--- config.mk ---
export PLATFORM = sky130hd
export DESIGN_NAME = bms_sequencer
export DESIGN_NICKNAME = d
export VERILOG_FILES = /design/src/include/bms_pkg.sv /design/src/rtl/bms_sequencer.sv
export VERILOG_INCLUDE_DIRS = /design/src /design/src/include
export SDC_FILE = /design/constraint.sdc
export NUM_CORES = 1
export LEC_CHECK = 0
export BUFFER_PORTS_ARGS = -buffer_cell sky130_fd_sc_hd__buf_2
export CORE_ASPECT_RATIO = 2
export CORE_MARGIN = 5
export CORE_UTILIZATION = 52
export CTS_BUF_LIST = sky130_fd_sc_hd__clkbuf_4 sky130_fd_sc_hd__clkbuf_8 sky130_fd_sc_hd__clkbuf_16
export DETAILED_ROUTE_END_ITERATION = 8
export GPL_TIMING_DRIVEN = 0
export PLACE_DENSITY = 0.9
export SYNTH_ARGS = -nofsm -noshare
export SYNTH_HDL_FRONTEND = slang
export SYNTH_SLANG_ARGS = --single-unit
--- constraint.sdc ---
create_clock -name core_clk -period 7.6 [get_ports core_clk]
set_clock_uncertainty 0.2 [all_clocks]
set_input_delay 1.52 -clock core_clk [delete_from_list [all_inputs] [get_ports core_clk]]
set_output_delay 1.52 -clock core_clk [all_outputs]
set_load 0.05 [all_outputs]
--- src/include/bms_regs.svh ---
// register offsets, field positions, reset values and timing counts
// assumes a 32-bit avalon-mm slave with byte addresses
`ifndef BMS_REGS_SVH
`define BMS_REGS_SVH
`define BMS_ADDR_CONFIG     6'h00
`define BMS_ADDR_CONTROL    6'h04
`define BMS_ADDR_STATUS     6'h08
`define BMS_ADDR_RAW_BRIDGE 6'h0C
`define BMS_ADDR_RAW_TEMP   6'h10
`define BMS_ADDR_RAW_OFFSET 6'h14
`define BMS_ADDR_DECODED    6'h18
`define BMS_CONFIG_RESET    13'h0000
`define BMS_CTRL_START      0
`define BMS_CTRL_MODE       1
`define BMS_CTRL_CMD_LO     2
`define BMS_CTRL_CMD_HI     3
`define BMS_STAT_DONE       0
`define BMS_STAT_BUSY       1
`define BMS_STAT_ASLEEP     2
`define BMS_WAKE_TIME_US    2000
`define BMS_CLK_MHZ         200
`define BMS_WAKE_CYCLES     (`BMS_WAKE_TIME_US * `BMS_CLK_MHZ)
`define BMS_AZ_CYCLES       16'h0040
`endif

--- src/include/bms_pkg.sv ---
// types shared by the measurement sequencer and its bench
// no assumptions beyond a single clock domain
package bms_pkg;
    typedef struct packed {
        logic [2:0] converter_shift_sel;
        logic [1:0] fine_sel;
        logic [1:0] coarse_sel;
        logic       polarity;
        logic [2:0] second_stage_gain_sel;
        logic [1:0] first_stage_gain_sel;
    } bms_config_type;

    typedef enum logic [1:0] {
        BMS_SRC_BRIDGE = 2'h0,
        BMS_SRC_TEMP   = 2'h1,
        BMS_SRC_SHORT  = 2'h2
    } bms_source_type;

    typedef enum logic [1:0] {
        BMS_CMD_FULL   = 2'h0,
        BMS_CMD_BRIDGE = 2'h1,
        BMS_CMD_TEMP   = 2'h2,
        BMS_CMD_OFFSET = 2'h3
    } bms_cmd_type;

    typedef enum logic [2:0] {
        BMS_ST_INIT  = 3'h0,
        BMS_ST_SLEEP = 3'h1,
        BMS_ST_WAKE  = 3'h2,
        BMS_ST_IDLE  = 3'h3,
        BMS_ST_AZ    = 3'h4,
        BMS_ST_CONV  = 3'h5,
        BMS_ST_WAIT  = 3'h6,
        BMS_ST_CORR  = 3'h7
    } bms_state_type;

    typedef struct packed {
        logic           awake;
        bms_source_type source;
        logic           auto_zero;
        logic           conv_start;
        logic           chopper_invert;
    } bms_frontend_type;
endpackage

--- src/rtl/bms_sequencer.sv ---
// bridge measurement sequencer: config decode, measurement sequencing,
// sleep/wake cycle and an avalon-mm register slave
// assumes the front end answers each conv_start with one conv_done pulse
// What this block does
// - automatic mode and command mode only
// - automatic: wake, measure once, sleep again
// - reset drives all logic to defined state
// - input select: bridge, temperature or short
// - full request runs bridge, temperature, offset
// - auto-zero before bridge and temperature
// - raw results handed to correction processor
// - low five config bits hold gains
// - first stage gain 12/20/30/40
// - second stage gain 1.1 to 1.8
// - polarity bit inverts chopper clock
// - resolution is coarse plus fine minus one
// - coarse samples two-to-coarse, time adds fine
// - three-bit converter shift selection
//
// Local design decisions: the placing of the registers and register access over Avalon-MM.
`timescale 1ns/1ps
`include "bms_regs.svh"
module bms_sequencer
    import bms_pkg::*;
#(
    parameter int unsigned WAKE_CYCLES = `BMS_WAKE_CYCLES
) (
    input  wire logic             core_clk,
    input  wire logic             reset,
    input  wire logic [5:0]       avs_address,
    input  wire logic             avs_read,
    input  wire logic             avs_write,
    input  wire logic [31:0]      avs_writedata,
    output logic      [31:0]      avs_readdata,
    output logic                  avs_waitrequest,
    input  wire logic [15:0]      nvm_config,
    output bms_frontend_type      frontend,
    input  wire logic             conv_done,
    input  wire logic [17:0]      conv_result,
    output bms_config_type        active_config,
    output logic      [5:0]       first_stage_gain,
    output logic      [4:0]       second_stage_gain_x10,
    output logic      [4:0]       coarse_bits,
    output logic      [2:0]       fine_bits,
    output logic      [4:0]       resolution,
    output logic      [16:0]      coarse_samples,
    output logic      [17:0]      conv_cycles,
    output logic      [17:0]      raw_bridge,
    output logic      [17:0]      raw_temp,
    output logic      [17:0]      raw_offset,
    output logic                  corr_start
);
    // decode used by outputs and the register read path
    function automatic logic [4:0] coarse_of(input logic [1:0] s);
        coarse_of = 5'h0A + {2'h0, s, 1'b0};
    endfunction

    function automatic logic [2:0] fine_of(input logic [1:0] s);
        case (s)
            2'h0:    fine_of = 3'h0;
            2'h1:    fine_of = 3'h3;
            2'h2:    fine_of = 3'h5;
            default: fine_of = 3'h7;
        endcase
    endfunction

    bms_state_type  state;
    bms_state_type  next_state;
    logic [1:0]     step;
    logic [1:0]     next_step;
    logic           auto_mode;
    logic [1:0]     cmd;
    logic           start_pulse;
    logic           done_flag;
    logic [31:0]    timer;
    logic           ack;
    logic           wr_en;
    logic           rd_en;
    logic           in_flight;
    bms_source_type cur_src;

    // a request is answered one cycle after it appears
    assign avs_waitrequest = (avs_read | avs_write) & ~ack;
    assign wr_en = avs_write & ack;
    assign rd_en = avs_read & ~ack;
    // config may only change while no measurement is in flight; the edge
    // that starts a measurement counts as in flight for config writes
    assign in_flight = (state == BMS_ST_AZ) || (state == BMS_ST_CONV) ||
                       (state == BMS_ST_WAIT) || (state == BMS_ST_WAKE);

    always_ff @(posedge core_clk or posedge reset) begin
        if (reset) begin
            ack <= 1'b0;
        end else begin
            ack <= (avs_read | avs_write) & ~ack;
        end
    end

    // reset constant only; the strap word is taken in the init state
    always_ff @(posedge core_clk or posedge reset) begin
        if (reset) begin
            active_config <= bms_config_type'(`BMS_CONFIG_RESET);
        end else if (state == BMS_ST_INIT) begin
            active_config <= bms_config_type'(nvm_config[12:0]);
        end else if (wr_en && avs_address == `BMS_ADDR_CONFIG &&
                     !in_flight && next_state != BMS_ST_AZ &&
                     next_state != BMS_ST_CONV) begin
            active_config <= bms_config_type'(avs_writedata[12:0]);
        end
    end

    always_ff @(posedge core_clk or posedge reset) begin
        if (reset) begin
            auto_mode   <= 1'b1;
            cmd         <= 2'h0;
            start_pulse <= 1'b0;
        end else begin
            start_pulse <= 1'b0;
            if (wr_en && avs_address == `BMS_ADDR_CONTROL) begin
                auto_mode   <= ~avs_writedata[`BMS_CTRL_MODE];
                cmd         <= avs_writedata[`BMS_CTRL_CMD_HI:`BMS_CTRL_CMD_LO];
                start_pulse <= avs_writedata[`BMS_CTRL_START];
            end
        end
    end

    // hardware set wins over a software clear in the same cycle
    always_ff @(posedge core_clk or posedge reset) begin
        if (reset) begin
            done_flag <= 1'b0;
        end else if (state == BMS_ST_CORR) begin
            done_flag <= 1'b1;
        end else if (wr_en && avs_address == `BMS_ADDR_STATUS &&
                     avs_writedata[`BMS_STAT_DONE]) begin
            done_flag <= 1'b0;
        end
    end

    always_ff @(posedge core_clk or posedge reset) begin
        if (reset) begin
            avs_readdata <= 32'h0000_0000;
        end else if (rd_en) begin
            case (avs_address)
                `BMS_ADDR_CONFIG:
                    avs_readdata <= {19'h00000, active_config};
                `BMS_ADDR_CONTROL:
                    avs_readdata <= {28'h0000000, cmd, ~auto_mode, 1'b0};
                `BMS_ADDR_STATUS:
                    avs_readdata <= {26'h0000000, state,
                                     state == BMS_ST_SLEEP,
                                     in_flight, done_flag};
                `BMS_ADDR_RAW_BRIDGE:
                    avs_readdata <= {14'h0000, raw_bridge};
                `BMS_ADDR_RAW_TEMP:
                    avs_readdata <= {14'h0000, raw_temp};
                `BMS_ADDR_RAW_OFFSET:
                    avs_readdata <= {14'h0000, raw_offset};
                `BMS_ADDR_DECODED:
                    avs_readdata <= {19'h00000, resolution, fine_bits,
                                     coarse_bits};
                default:
                    avs_readdata <= 32'h0000_0000;
            endcase
        end
    end

    // decoded settings follow the latched config only
    always_ff @(posedge core_clk or posedge reset) begin
        if (reset) begin
            first_stage_gain      <= 6'h0C;
            second_stage_gain_x10 <= 5'h0B;
            coarse_bits           <= 5'h0A;
            fine_bits             <= 3'h0;
            resolution            <= 5'h09;
            coarse_samples        <= 17'h00400;
            conv_cycles           <= 18'h00401;
        end else begin
            case (active_config.first_stage_gain_sel)
                2'h0:    first_stage_gain <= 6'h0C;
                2'h1:    first_stage_gain <= 6'h14;
                2'h2:    first_stage_gain <= 6'h1E;
                default: first_stage_gain <= 6'h28;
            endcase
            second_stage_gain_x10 <=
                5'h0B + {2'h0, active_config.second_stage_gain_sel};
            coarse_bits <= coarse_of(active_config.coarse_sel);
            fine_bits   <= fine_of(active_config.fine_sel);
            resolution  <= coarse_of(active_config.coarse_sel) +
                           {2'h0, fine_of(active_config.fine_sel)} -
                           5'h01;
            coarse_samples <=
                17'h00001 << coarse_of(active_config.coarse_sel);
            conv_cycles <=
                (18'h00001 << coarse_of(active_config.coarse_sel)) +
                (18'h00001 << fine_of(active_config.fine_sel));
        end
    end

    // step: 0 bridge, 1 temperature, 2 offset; follows the step being
    // entered so a direct jump to the offset conversion shorts the input
    always_comb begin
        case (next_step)
            2'h0:    cur_src = BMS_SRC_BRIDGE;
            2'h1:    cur_src = BMS_SRC_TEMP;
            default: cur_src = BMS_SRC_SHORT;
        endcase
    end

    always_comb begin
        next_state = state;
        next_step  = step;
        case (state)
            BMS_ST_INIT:  next_state = BMS_ST_SLEEP;
            BMS_ST_SLEEP: begin
                if (start_pulse)
                    next_state = BMS_ST_WAKE;
            end
            BMS_ST_WAKE: begin
                if (timer >= WAKE_CYCLES - 1)
                    next_state = BMS_ST_IDLE;
            end
            BMS_ST_IDLE: begin
                if (start_pulse || auto_mode) begin
                    next_step  = (auto_mode || cmd == BMS_CMD_FULL) ?
                                 2'h0 : 2'(cmd - 2'h1);
                    next_state = (next_step == 2'h2) ?
                                 BMS_ST_CONV : BMS_ST_AZ;
                end
            end
            BMS_ST_AZ: begin
                if (timer >= 32'(`BMS_AZ_CYCLES) - 1)
                    next_state = BMS_ST_CONV;
            end
            BMS_ST_CONV:  next_state = BMS_ST_WAIT;
            BMS_ST_WAIT: begin
                if (conv_done) begin
                    if ((auto_mode || cmd == BMS_CMD_FULL) &&
                        step != 2'h2) begin
                        next_step  = step + 2'h1;
                        next_state = (next_step == 2'h2) ?
                                     BMS_ST_CONV : BMS_ST_AZ;
                    end else begin
                        next_state = BMS_ST_CORR;
                    end
                end
            end
            BMS_ST_CORR: begin
                next_state = auto_mode ? BMS_ST_SLEEP :
                             BMS_ST_IDLE;
            end
            default: next_state = BMS_ST_INIT;
        endcase
    end

    always_ff @(posedge core_clk or posedge reset) begin
        if (reset) begin
            state <= BMS_ST_INIT;
            step  <= 2'h0;
        end else begin
            state <= next_state;
            step  <= next_step;
        end
    end

    always_ff @(posedge core_clk or posedge reset) begin
        if (reset) begin
            timer <= 32'h0000_0000;
        end else if (next_state != state) begin
            timer <= 32'h0000_0000;
        end else begin
            timer <= timer + 32'h0000_0001;
        end
    end

    always_ff @(posedge core_clk or posedge reset) begin
        if (reset) begin
            raw_bridge <= 18'h00000;
            raw_temp   <= 18'h00000;
            raw_offset <= 18'h00000;
        end else if (state == BMS_ST_WAIT && conv_done) begin
            case (step)
                2'h0:    raw_bridge <= conv_result;
                2'h1:    raw_temp   <= conv_result;
                default: raw_offset <= conv_result;
            endcase
        end
    end

    always_ff @(posedge core_clk or posedge reset) begin
        if (reset) begin
            corr_start <= 1'b0;
            frontend   <= '0;
        end else begin
            corr_start <= (next_state == BMS_ST_CORR);
            frontend.awake <= (next_state != BMS_ST_SLEEP) &&
                              (next_state != BMS_ST_INIT);
            frontend.source     <= (next_state == BMS_ST_AZ) ?
                                   BMS_SRC_SHORT : cur_src;
            frontend.auto_zero  <= (next_state == BMS_ST_AZ);
            frontend.conv_start <= (next_state == BMS_ST_CONV);
            frontend.chopper_invert <= active_config.polarity;
        end
    end
endmodule

======== Yosys cells after proc, flatten, opt, wreduce, memory -nomap -nowiden ========
Index checks and enable logic that the tools add are counted.
storage, ports and cells
  bits in registers ....................... 208
  bits of input ports ..................... 77
cells by class
  add/subtract/negate cells ............... 8
  shift-type cells ........................ 3
  multiplexer cells ....................... 26
  equality and inequality tests ........... 29
  reductions and logical operators ........ 30
  bitwise logic cells ..................... 8
  $lt $le $gt $ge ......................... 2
operators with widths
  cell                   count
  $pmux 18 s7            1
  $add 32x1->32 const B  1
  $ge 32x19->1 const B   1
  $ge 32x6->1 const B    1
  $mux 32                1
  $mux 13                2
  $pmux 3 s8             1
  $eq 3x3->1 const B     7
  $add 18x18->18         1
  $eq 6x5->1 const B     3
  $pmux 6 s3             1
  $shl 1x3->18 const A   1
  $shl 1x5->18 const A   1
  $shl 1x5->17 const A   1
  $mux 3                 5
  $mux 2                 7
  $eq 6x4->1 const B     2
  $add 4x3->5 const A    2
  $logic_and 1x1->1      10
  $logic_not 2->1        5
  $pmux 3 s3             1
  $eq 2x1->1 const B     4
  $eq 2x2->1 const B     4
  $pmux 2 s2             2
  other kinds (23)       41

======== Longest topological paths before layout ========
Gate-level depths: netlist of the first run.
  depth after elaboration ................. 12
  gate-level depth with buffers ........... 8
  gate-level depth less buffers ........... 8

======== Least setup slack after synthesis of the first run ========
No wires, ideal clock.
  path type ............................... input-to-output
  start point ............................. input avs_write
  end point ............................... output avs_waitrequest
  path slack .............................. 3.663 ns
  arrival time ............................ 2.217 ns
  cell stages on the path ................. 2
  path through ............................ nor2_1 nor2_1
between the ends
  longest elaborated chain between the ends .. 2
RTL lines
  what                line                 text
  start: declaration  bms_sequencer.sv:32  input wire logic avs_write,
  $or 1x1->1          bms_sequencer.sv:83  assign avs_waitrequest = (avs_read | avs_write) & ~ack;
  $and 1x1->1         bms_sequencer.sv:83
  end: declaration    bms_sequencer.sv:35  output logic avs_waitrequest,
Every way passes these cells.

======== Worst setup path after layout of the first run ========
Same ends and word-level chain as after synthesis.

==> results.md, run 1 <==
* Cells along the critical path: buf_2 -> nor2_1 -> nor2_1 -> buf_2
* Status: complete, no violations
* Finished Layout Cells at 1,184
* Clock share of power at 22.6%
* RePlAce Congestion at 0.934
* Synth Area in Adders at 3.86%
* Setup Viol. Count Final at 0
* Drt pass-1 iters at 5
* Worst EP arrival at 2.17 ns
* Fmax achieved at 0.257 GHz
* Drt total wl at 25.9 mm
* Die width at 99.3 microns
* Actual slew at the worst max-slew pin at 1.12 ns
* Wire per inst at 21.9 microns
* YS warnings at 0
* DRC at 0
* Final Hold Viols at 0
* Slew Viols, Final at 0
* DRT antenna net count at 0
* Post-synth ARST share at 100%
* RSZ-0062 raised after global routing: false
* Netlist cell types at 65
* Max-cap violations at 0
* Post-synthesis register bit count at 173
* Fraction of layout cells with a size suffix above 1 at 37.3%
* Post-synthesis compound-gate area fraction at 10.4%
* Vias at 6,983
* Core Region at 15,800 sq um
* CTS tree: done
* Sequential element share of the synthesized area at 52.3%
* Nature of the critical path endpoint: output port
* EDFF count, synth at 0
* Largest net degree at the start of global routing at 93
* Top cells by area, synth: dfrtp_1, mux2_2, ha_1
* Int Power at 1.95 mW
* Critical path fanouts, max at 4
* Final non-filler cell area at 10,200 sq um
* HPWL Detailed at 19.5 mm
* GRT overflow at 0
* Layout area overhead at 23.2%
* Leak at 5.18 nW
* Mux cell area share after synthesis at 9.28%
* Port Buf Inserts at 190
* Placed inst area at 9680 sq um
* Clock Sinks at 173
* CP peak stage delay at 0.30 ns
* Final Net Count at 1,072
* Diodes inserted at 0
* # IOs at 243
* CP required at 5.88 ns
* CP Buf/Inv Count at 2
* Crit-path leading delay family: buffers and inverters
* Total global-route track usage at 28.3%
* Switching Fraction at 46.6%
* Post-Synth Simple-Gate Area at 13.8%
* Ys flop type: dfrtp_1
* Post-CTS Setup Inserts at 0
* Worst setup SP type: input port
* Clock-pin transition on the worst setup and hold timing paths at 0.07 ns
* H-Tree Depth at 4
* Die height at 189 microns
* Hold Path Class: flop to flop
* Starting Density at 52.6%
* Sequential share of power at 36.0%
* Slowest CP cell: buf_2
* Placed Cells incl. Taps at 1,152
* # rows at 65
* Global-route wire length before repair at 40.5 mm
* CP Class: input port to output port
* Netlist Area Pre-Place at 8300 sq um
* Clock latency on the worst-skew pair at 0.44 ns
* Vias per cell at 5.90
* Synth top area share at 48.8%
* TNS Setup at 0 ns
* Vias in the first global route at 7,600
* Top cell type by total area after synthesis: dfrtp_1
* Clk root buf: clkbuf_16
* DRT iter0 DRCs at 403
* Combinational fraction of design power at 41.5%
* WHS at 0.277 ns
* Max clock buf depth at 2
* Hold Buf Count CTS at 0
* Switching power at 1.70 mW
* Min Tclk post-route at 3.89 ns
* Largest family of logic cells by synthesized area: simple AND/OR/NAND/NOR gates
* Mapped Cells at 723
* Num CTS Buffers at 17
* Worst vdd ir at 0.454 mV
* Die Footprint at 18,700 sq um
* Antenna violations before repair at 0
* Synth Area in XOR/XNOR at 3.59%
* Avg Synthesized Cell Area at 11.5 sq um
* PD cells at 356 nW/um^2
* Rel. slew slack at 24.2%
* PostCTS Resize Cnt at 0
* Part of the cycle the worst path needs at 51.2%
-- worst paths after layout --
| check | from | endpoint | slack, ns | cells after the start |
|---|---|---|---|---|
| worst min register to register | avs_readdata[10]$_DFFE_PP0P_ | avs_readdata[10]$_DFFE_PP0P_ | 0.28 | 1 |
| worst max register to register | timer[0]$_DFF_PP0_ | timer[6]$_DFF_PP0_ | 4.66 | 7 |
| worst min-delay path | avs_readdata[10]$_DFFE_PP0P_ | avs_readdata[10]$_DFFE_PP0P_ | 0.28 | 1 |
| min in group asynchronous | reset | second_stage_gain_x10[2]$_DFF_PP0_ | 0.97 | 2 |
| max in group asynchronous | reset | raw_bridge[11]$_DFFE_PP0P_ | 5.39 | 3 |
| worst max-delay path | avs_write | avs_waitrequest | 3.71 | 4 |
-- power by group through the flow --
stage | logic, mW | registers (mW) | clock network (mW)
after floorplan | 0.591 | 1.79 | 0
final | 1.51 | 1.31 | 0.822
after global placement | 1.46 | 1.31 | 0
after global routing | 1.60 | 1.32 | 0.870
after detailed placement | 1.49 | 1.32 | 0
after CTS | 1.51 | 1.30 | 0.831
-- layout make-up --
type                    count  area, sq um
well taps                 201          251
multi-input cells         480         3540
flip-flops and latches    173         4340
plain buffers              72          427
clock inverters            14          111
repair buffers            191          978
clock buffers              18          439
fillers                  1224         5550
inverters                  35          139
-- state kept, by name (all words and copies together), names as in the netlist --
name,cells
raw_temp,18
auto_mode,1
raw_bridge,18
coarse_bits,4
state,3
active_config,13
conv_cycles,13
first_stage_gain,5
frontend,6
resolution,4
start_pulse,1
done_flag,1
cmd,2
coarse_samples,4
corr_start,1
ack,1
second_stage_gain_x10,5
step,2
avs_readdata,18
timer,32
raw_offset,18
fine_bits,3
-- metal layers --
layer	share of wire [%]	vias to the layer above	wire (microns)	global-route usage (%)
met3	6.4	144	1670	7.82
met4	9.3	0	2400	24.1
met1	30	3451	7830	25.8
met5	0	-	0	0
li1	-	3030	-	-
met2	54	358	14000	50.0
-- kinds of logic (layout without fill, tap and decap cells) --
| kind of cell | count (synthesis) | count (layout) |
|---|---|---|
| AND/OR/NAND/NOR | 196 | 196 |
| flip-flops | 173 | 173 |
| AO/OA/AOI/OAI | 117 | 117 |
| buffers and inverters | 107 | 330 |
| multiplexers | 70 | 70 |
| XOR/XNOR | 34 | 34 |
| adder cells (fa/ha/maj) | 25 | 25 |
| other | 1 | 38 |
-- through the flow --
stage	setup WS, ns	utilization, %	power, mW
after global placement	-0.500	61.1	2.77
final	3.71	64.8	3.64
after CTS	3.73	64.8	3.65
after floorplan	1.21	-	2.38
after detailed placement	3.72	61.3	2.81
after global routing	3.69	64.8	3.79
-- worst reg2reg max path: cells and delay by family (launching register included) --
kind / cells / cell delay, ns
AO/OA/AOI/OAI: 1 / 0.90
flip-flops: 1 / 0.43
AND/OR/NAND/NOR: 4 / 0.68
adder cells (fa/ha/maj): 1 / 0.28
buffers and inverters: 1 / 0.32
-- cell usage after synthesis (21+ instances only) --
cell type  instances
nand2_1           34
xnor2_1           24
nor4_1            32
a21oi_1           27
a22oi_1           21
dfrtp_1          162
inv_1             35
clkbuf_1          22
ha_1              24
mux2_2            56
nor2_1            40
buf_4             36
-- cells in the final DEF (no fill, tap or decap), types with 4 or more instances in the layout --
cell,synthesis,layout
clkbuf_1,22,22
o21ai_0,15,15
clkinvlp_4,0,4
dfrtp_1,162,162
clkbuf_16,0,17
nor2_1,40,40
a22oi_1,21,21
or2_2,4,4
dfstp_2,11,11
nand4_1,9,9
mux2i_1,14,14
nor3_1,11,11
xnor2_1,24,24
a222oi_1,15,15
nand2_1,34,34
or3_1,5,5
conb_1,1,38
buf_2,11,201
buf_4,36,36
xor2_1,10,10
inv_1,35,34
mux2_2,56,56
a22o_1,6,6
a21oi_1,27,27
nor4_1,32,32
ha_1,24,24
a21o_1,12,12
nor4_2,11,11
nand3_1,17,17
(Power assumes the default switching activity.)
==> inputs of run 2 (changes only) <==
==> constraint.sdc (replaced) <==
create_clock -name core_clk -period 4.08 [get_ports core_clk]
set_clock_uncertainty 0.2 [all_clocks]
set_input_delay 0.816 -clock core_clk [delete_from_list [all_inputs] [get_ports core_clk]]
set_output_delay 0.816 -clock core_clk [all_outputs]
set_load 0.05 [all_outputs]
==> results.md, run 2 (same netlist as run 1, synthesis figures left out) <==
* CP Class: flop to flop
* Placed inst area at 9730 sq um (+0.50%)
* Core Region at 15,800 sq um (unchanged)
* Int Power at 3.80 mW (+95%)
* GRT overflow at 0 (unchanged)
* CP required at 4.21 ns (-1.67 ns)
* Fraction of layout cells with a size suffix above 1 at 37.5% (+0.19 points)
* CP peak stage delay at 0.84 ns (+0.54 ns)
* Max-cap violations at 0 (unchanged)
* Final Total Pwr at 6.94 mW (+90%)
* Actual slew at the worst max-slew pin at 1.03 ns (-0.0900 ns)
* RSZ-0062 raised after global routing: false
* Hold Buf Count CTS at 0 (unchanged)
* # rows at 65 (unchanged)
* Min Tclk post-route at 2.88 ns
* Final worst slack at 1.20 ns (-2.51 ns)
* Multi-input logic area at 3540 sq um (unchanged)
* H-Tree Depth at 4 (unchanged)
* Most frequent cells in the layout: buf_2, dfrtp_1, mux2_2
* Hold Path Class: input port to asynchronous set/reset pin
* Met1 usage at 27.3% (+1.5 points)
* Final Hold Viols at 0 (unchanged)
* Combinational fraction of design power at 40.7% (-0.8 points)
* Grt peak-use layer: met2
* Post-CTS Setup Inserts at 0 (unchanged)
* Clk root buf: clkbuf_16
* Part of the cycle the worst path needs at 70.5%
* CTS tree: done
* Crit-path most repeated cell: nor2_1
* Worst EP arrival at 3.01 ns (+0.84 ns)
* Clock Sinks at 173 (unchanged)
* Worst setup SP type: flop
* Max clock buf depth at 2 (unchanged)
* Commonest non-fill, non-tap cell in the layout: buf_2
* Slew Viols, Final at 0 (unchanged)
* Reg-to-reg critical path startpoint: timer[0]$_DFF_PP0_
* Crit path from: timer[0]$_DFF_PP0_
* # IOs at 243 (unchanged)
* Cells along the critical path: ha_1 -> nand3_2 -> nor2_1 -> o41ai_1 -> nor2_1 -> buf_1 -> nor4_1
* Die Footprint at 18,700 sq um (unchanged)
* DRT iter0 DRCs at 462 (+15%)
* Num CTS Buffers at 17 (unchanged)
* Vias in the first global route at 7,578 (-0.29%)
* Leak at 5.23 nW (+0.93%)
* Drt total wl at 26.1 mm (+0.66%)
* Sequential share of power at 35.1% (-0.9 points)
* HPWL Detailed at 19.8 mm (+1.6%)
* Final Net Count at 1,075 (+0.28%)
* DRT antenna net count at 0 (unchanged)
* R2R cell count at 7 (unchanged)
* Finished Layout Cells at 1,188 (+0.34%)
* Top reg by flops: timer
* Global-route wire length before repair at 41.1 mm (+1.4%)
* Starting Density at 52.6% (unchanged)
* Switching power at 3.14 mW (+85%)
* Nature of the critical path endpoint: flop
* Max reg flops at 32 (unchanged)
* Layout area overhead at 24.6%
* Wire per inst at 22.0 microns (+0.32%)
* Vias per cell at 5.92 (+0.31%)
* Largest net degree at the start of global routing at 45 (-52%)
* Clock latency on the worst-skew pair at 0.44 ns (about the same)
* Fmax achieved at 0.348 GHz
* Clock share of power at 24.2% (+1.6 points)
* Critical path depth at 7 (+3)
* Place WS at 0.849 ns (-2.87 ns)
* Clock-pin transition on the worst setup and hold timing paths at 0.07 ns (about the same)
* Die width at 99.3 microns (unchanged)
* CP Buf/Inv Count at 1 (-1)
* Die height at 189 microns (unchanged)
* WHS at 0.132 ns (-0.146 ns)
* Final non-filler cell area at 10,300 sq um (+1.1%)
* Slowest CP cell: o41ai_1
* Status: complete, no violations
* Rel. slew slack at 30.2% (+6.1 points)
* DRC at 0 (unchanged)
* Critical path fanouts, max at 10 (+6)
* PD cells at 671 nW/um^2 (+88%)
* PostCTS Resize Cnt at 0 (unchanged)
* Sequential cell area at 4340 sq um (unchanged)
* Filler cells at 1,212 (-0.98%)
* Crit-path leading delay family: compound AO/OA/AOI/OAI gates
* Antenna violations before repair at 1 (+1)
* Drt pass-1 iters at 7 (+2)
* Met3 GRT Util at 7.00% (-0.82 points)
* Worst vdd ir at 0.822 mV (+81%)
* Total global-route track usage at 28.6% (+0.26 points)
* Vias at 7,028 (+0.64%)
* Placed Cells incl. Taps at 1,155 (+0.26%)
* RePlAce Congestion at 0.965 (+3.3%)
* Global Route met2 Usage at 50.1% (+0.078 points)
* Port Buf Inserts at 190 (unchanged)
* Setup Viol. Count Final at 0 (unchanged)
* Switching Fraction at 45.3% (-1.4 points)
run 2: final timing paths:
path                                                 end  slack (ns)
max in group asynchronous       conv_cycles[0]$_DFF_PP1_        2.72
hold / removal             first_stage_gain[1]$_DFF_PP0_        0.13
hold reg to reg             avs_readdata[11]$_DFFE_PP0P_        0.27
setup / recovery                     timer[21]$_DFF_PP0_        1.20
min in group core_clk       avs_readdata[11]$_DFFE_PP0P_        0.27
setup reg to reg                     timer[21]$_DFF_PP0_        1.20
run 2: layer usage:
layer / vias to the layer above / routed length (microns)
met5: - / 0
met4: 0 / 2290
li1: 3050 / -
met1: 3458 / 8130
met3: 141 / 1610
met2: 379 / 14100
run 2: power by group through the flow:
| stage | Clock, mW | Sequential [mW] | Combinational, mW |
|---|---|---|---|
| CTS | 1.69 | 2.42 | 2.82 |
| finish | 1.68 | 2.43 | 2.82 |
| global route | 1.76 | 2.46 | 3.01 |
| floorplan | 0 | 3.34 | 1.10 |
| global placement | 0 | 2.43 | 2.72 |
| detailed placement | 0 | 2.44 | 2.80 |
run 2: area by class of cell:
type                    count  area share (%)
diodes                      1          0.0242
plain buffers              72            4.13
clock buffers              21            4.65
clock inverters            11            1.27
inverters                  35            1.31
multi-input cells         480            34.2
flip-flops and latches    173            42.0
well taps                 201            2.43
repair buffers            194            9.97
run 2: worst reg2reg max path, cell delays in order (launching register included):
cell and delay (ns):
dfrtp_1 0.42, ha_1 0.28, nand3_2 0.13, nor2_1 0.08, o41ai_1 0.84, nor2_1 0.15, buf_1 0.33, nor4_1 0.34
run 2: stage by stage:
stage / util [%] / TNS, ns
floorplan: - / 0
global placement: 61.1 / -12.54
detailed placement: 61.6 / 0
CTS: 65.5 / 0
global route: 65.5 / 0
finish: 65.5 / 0
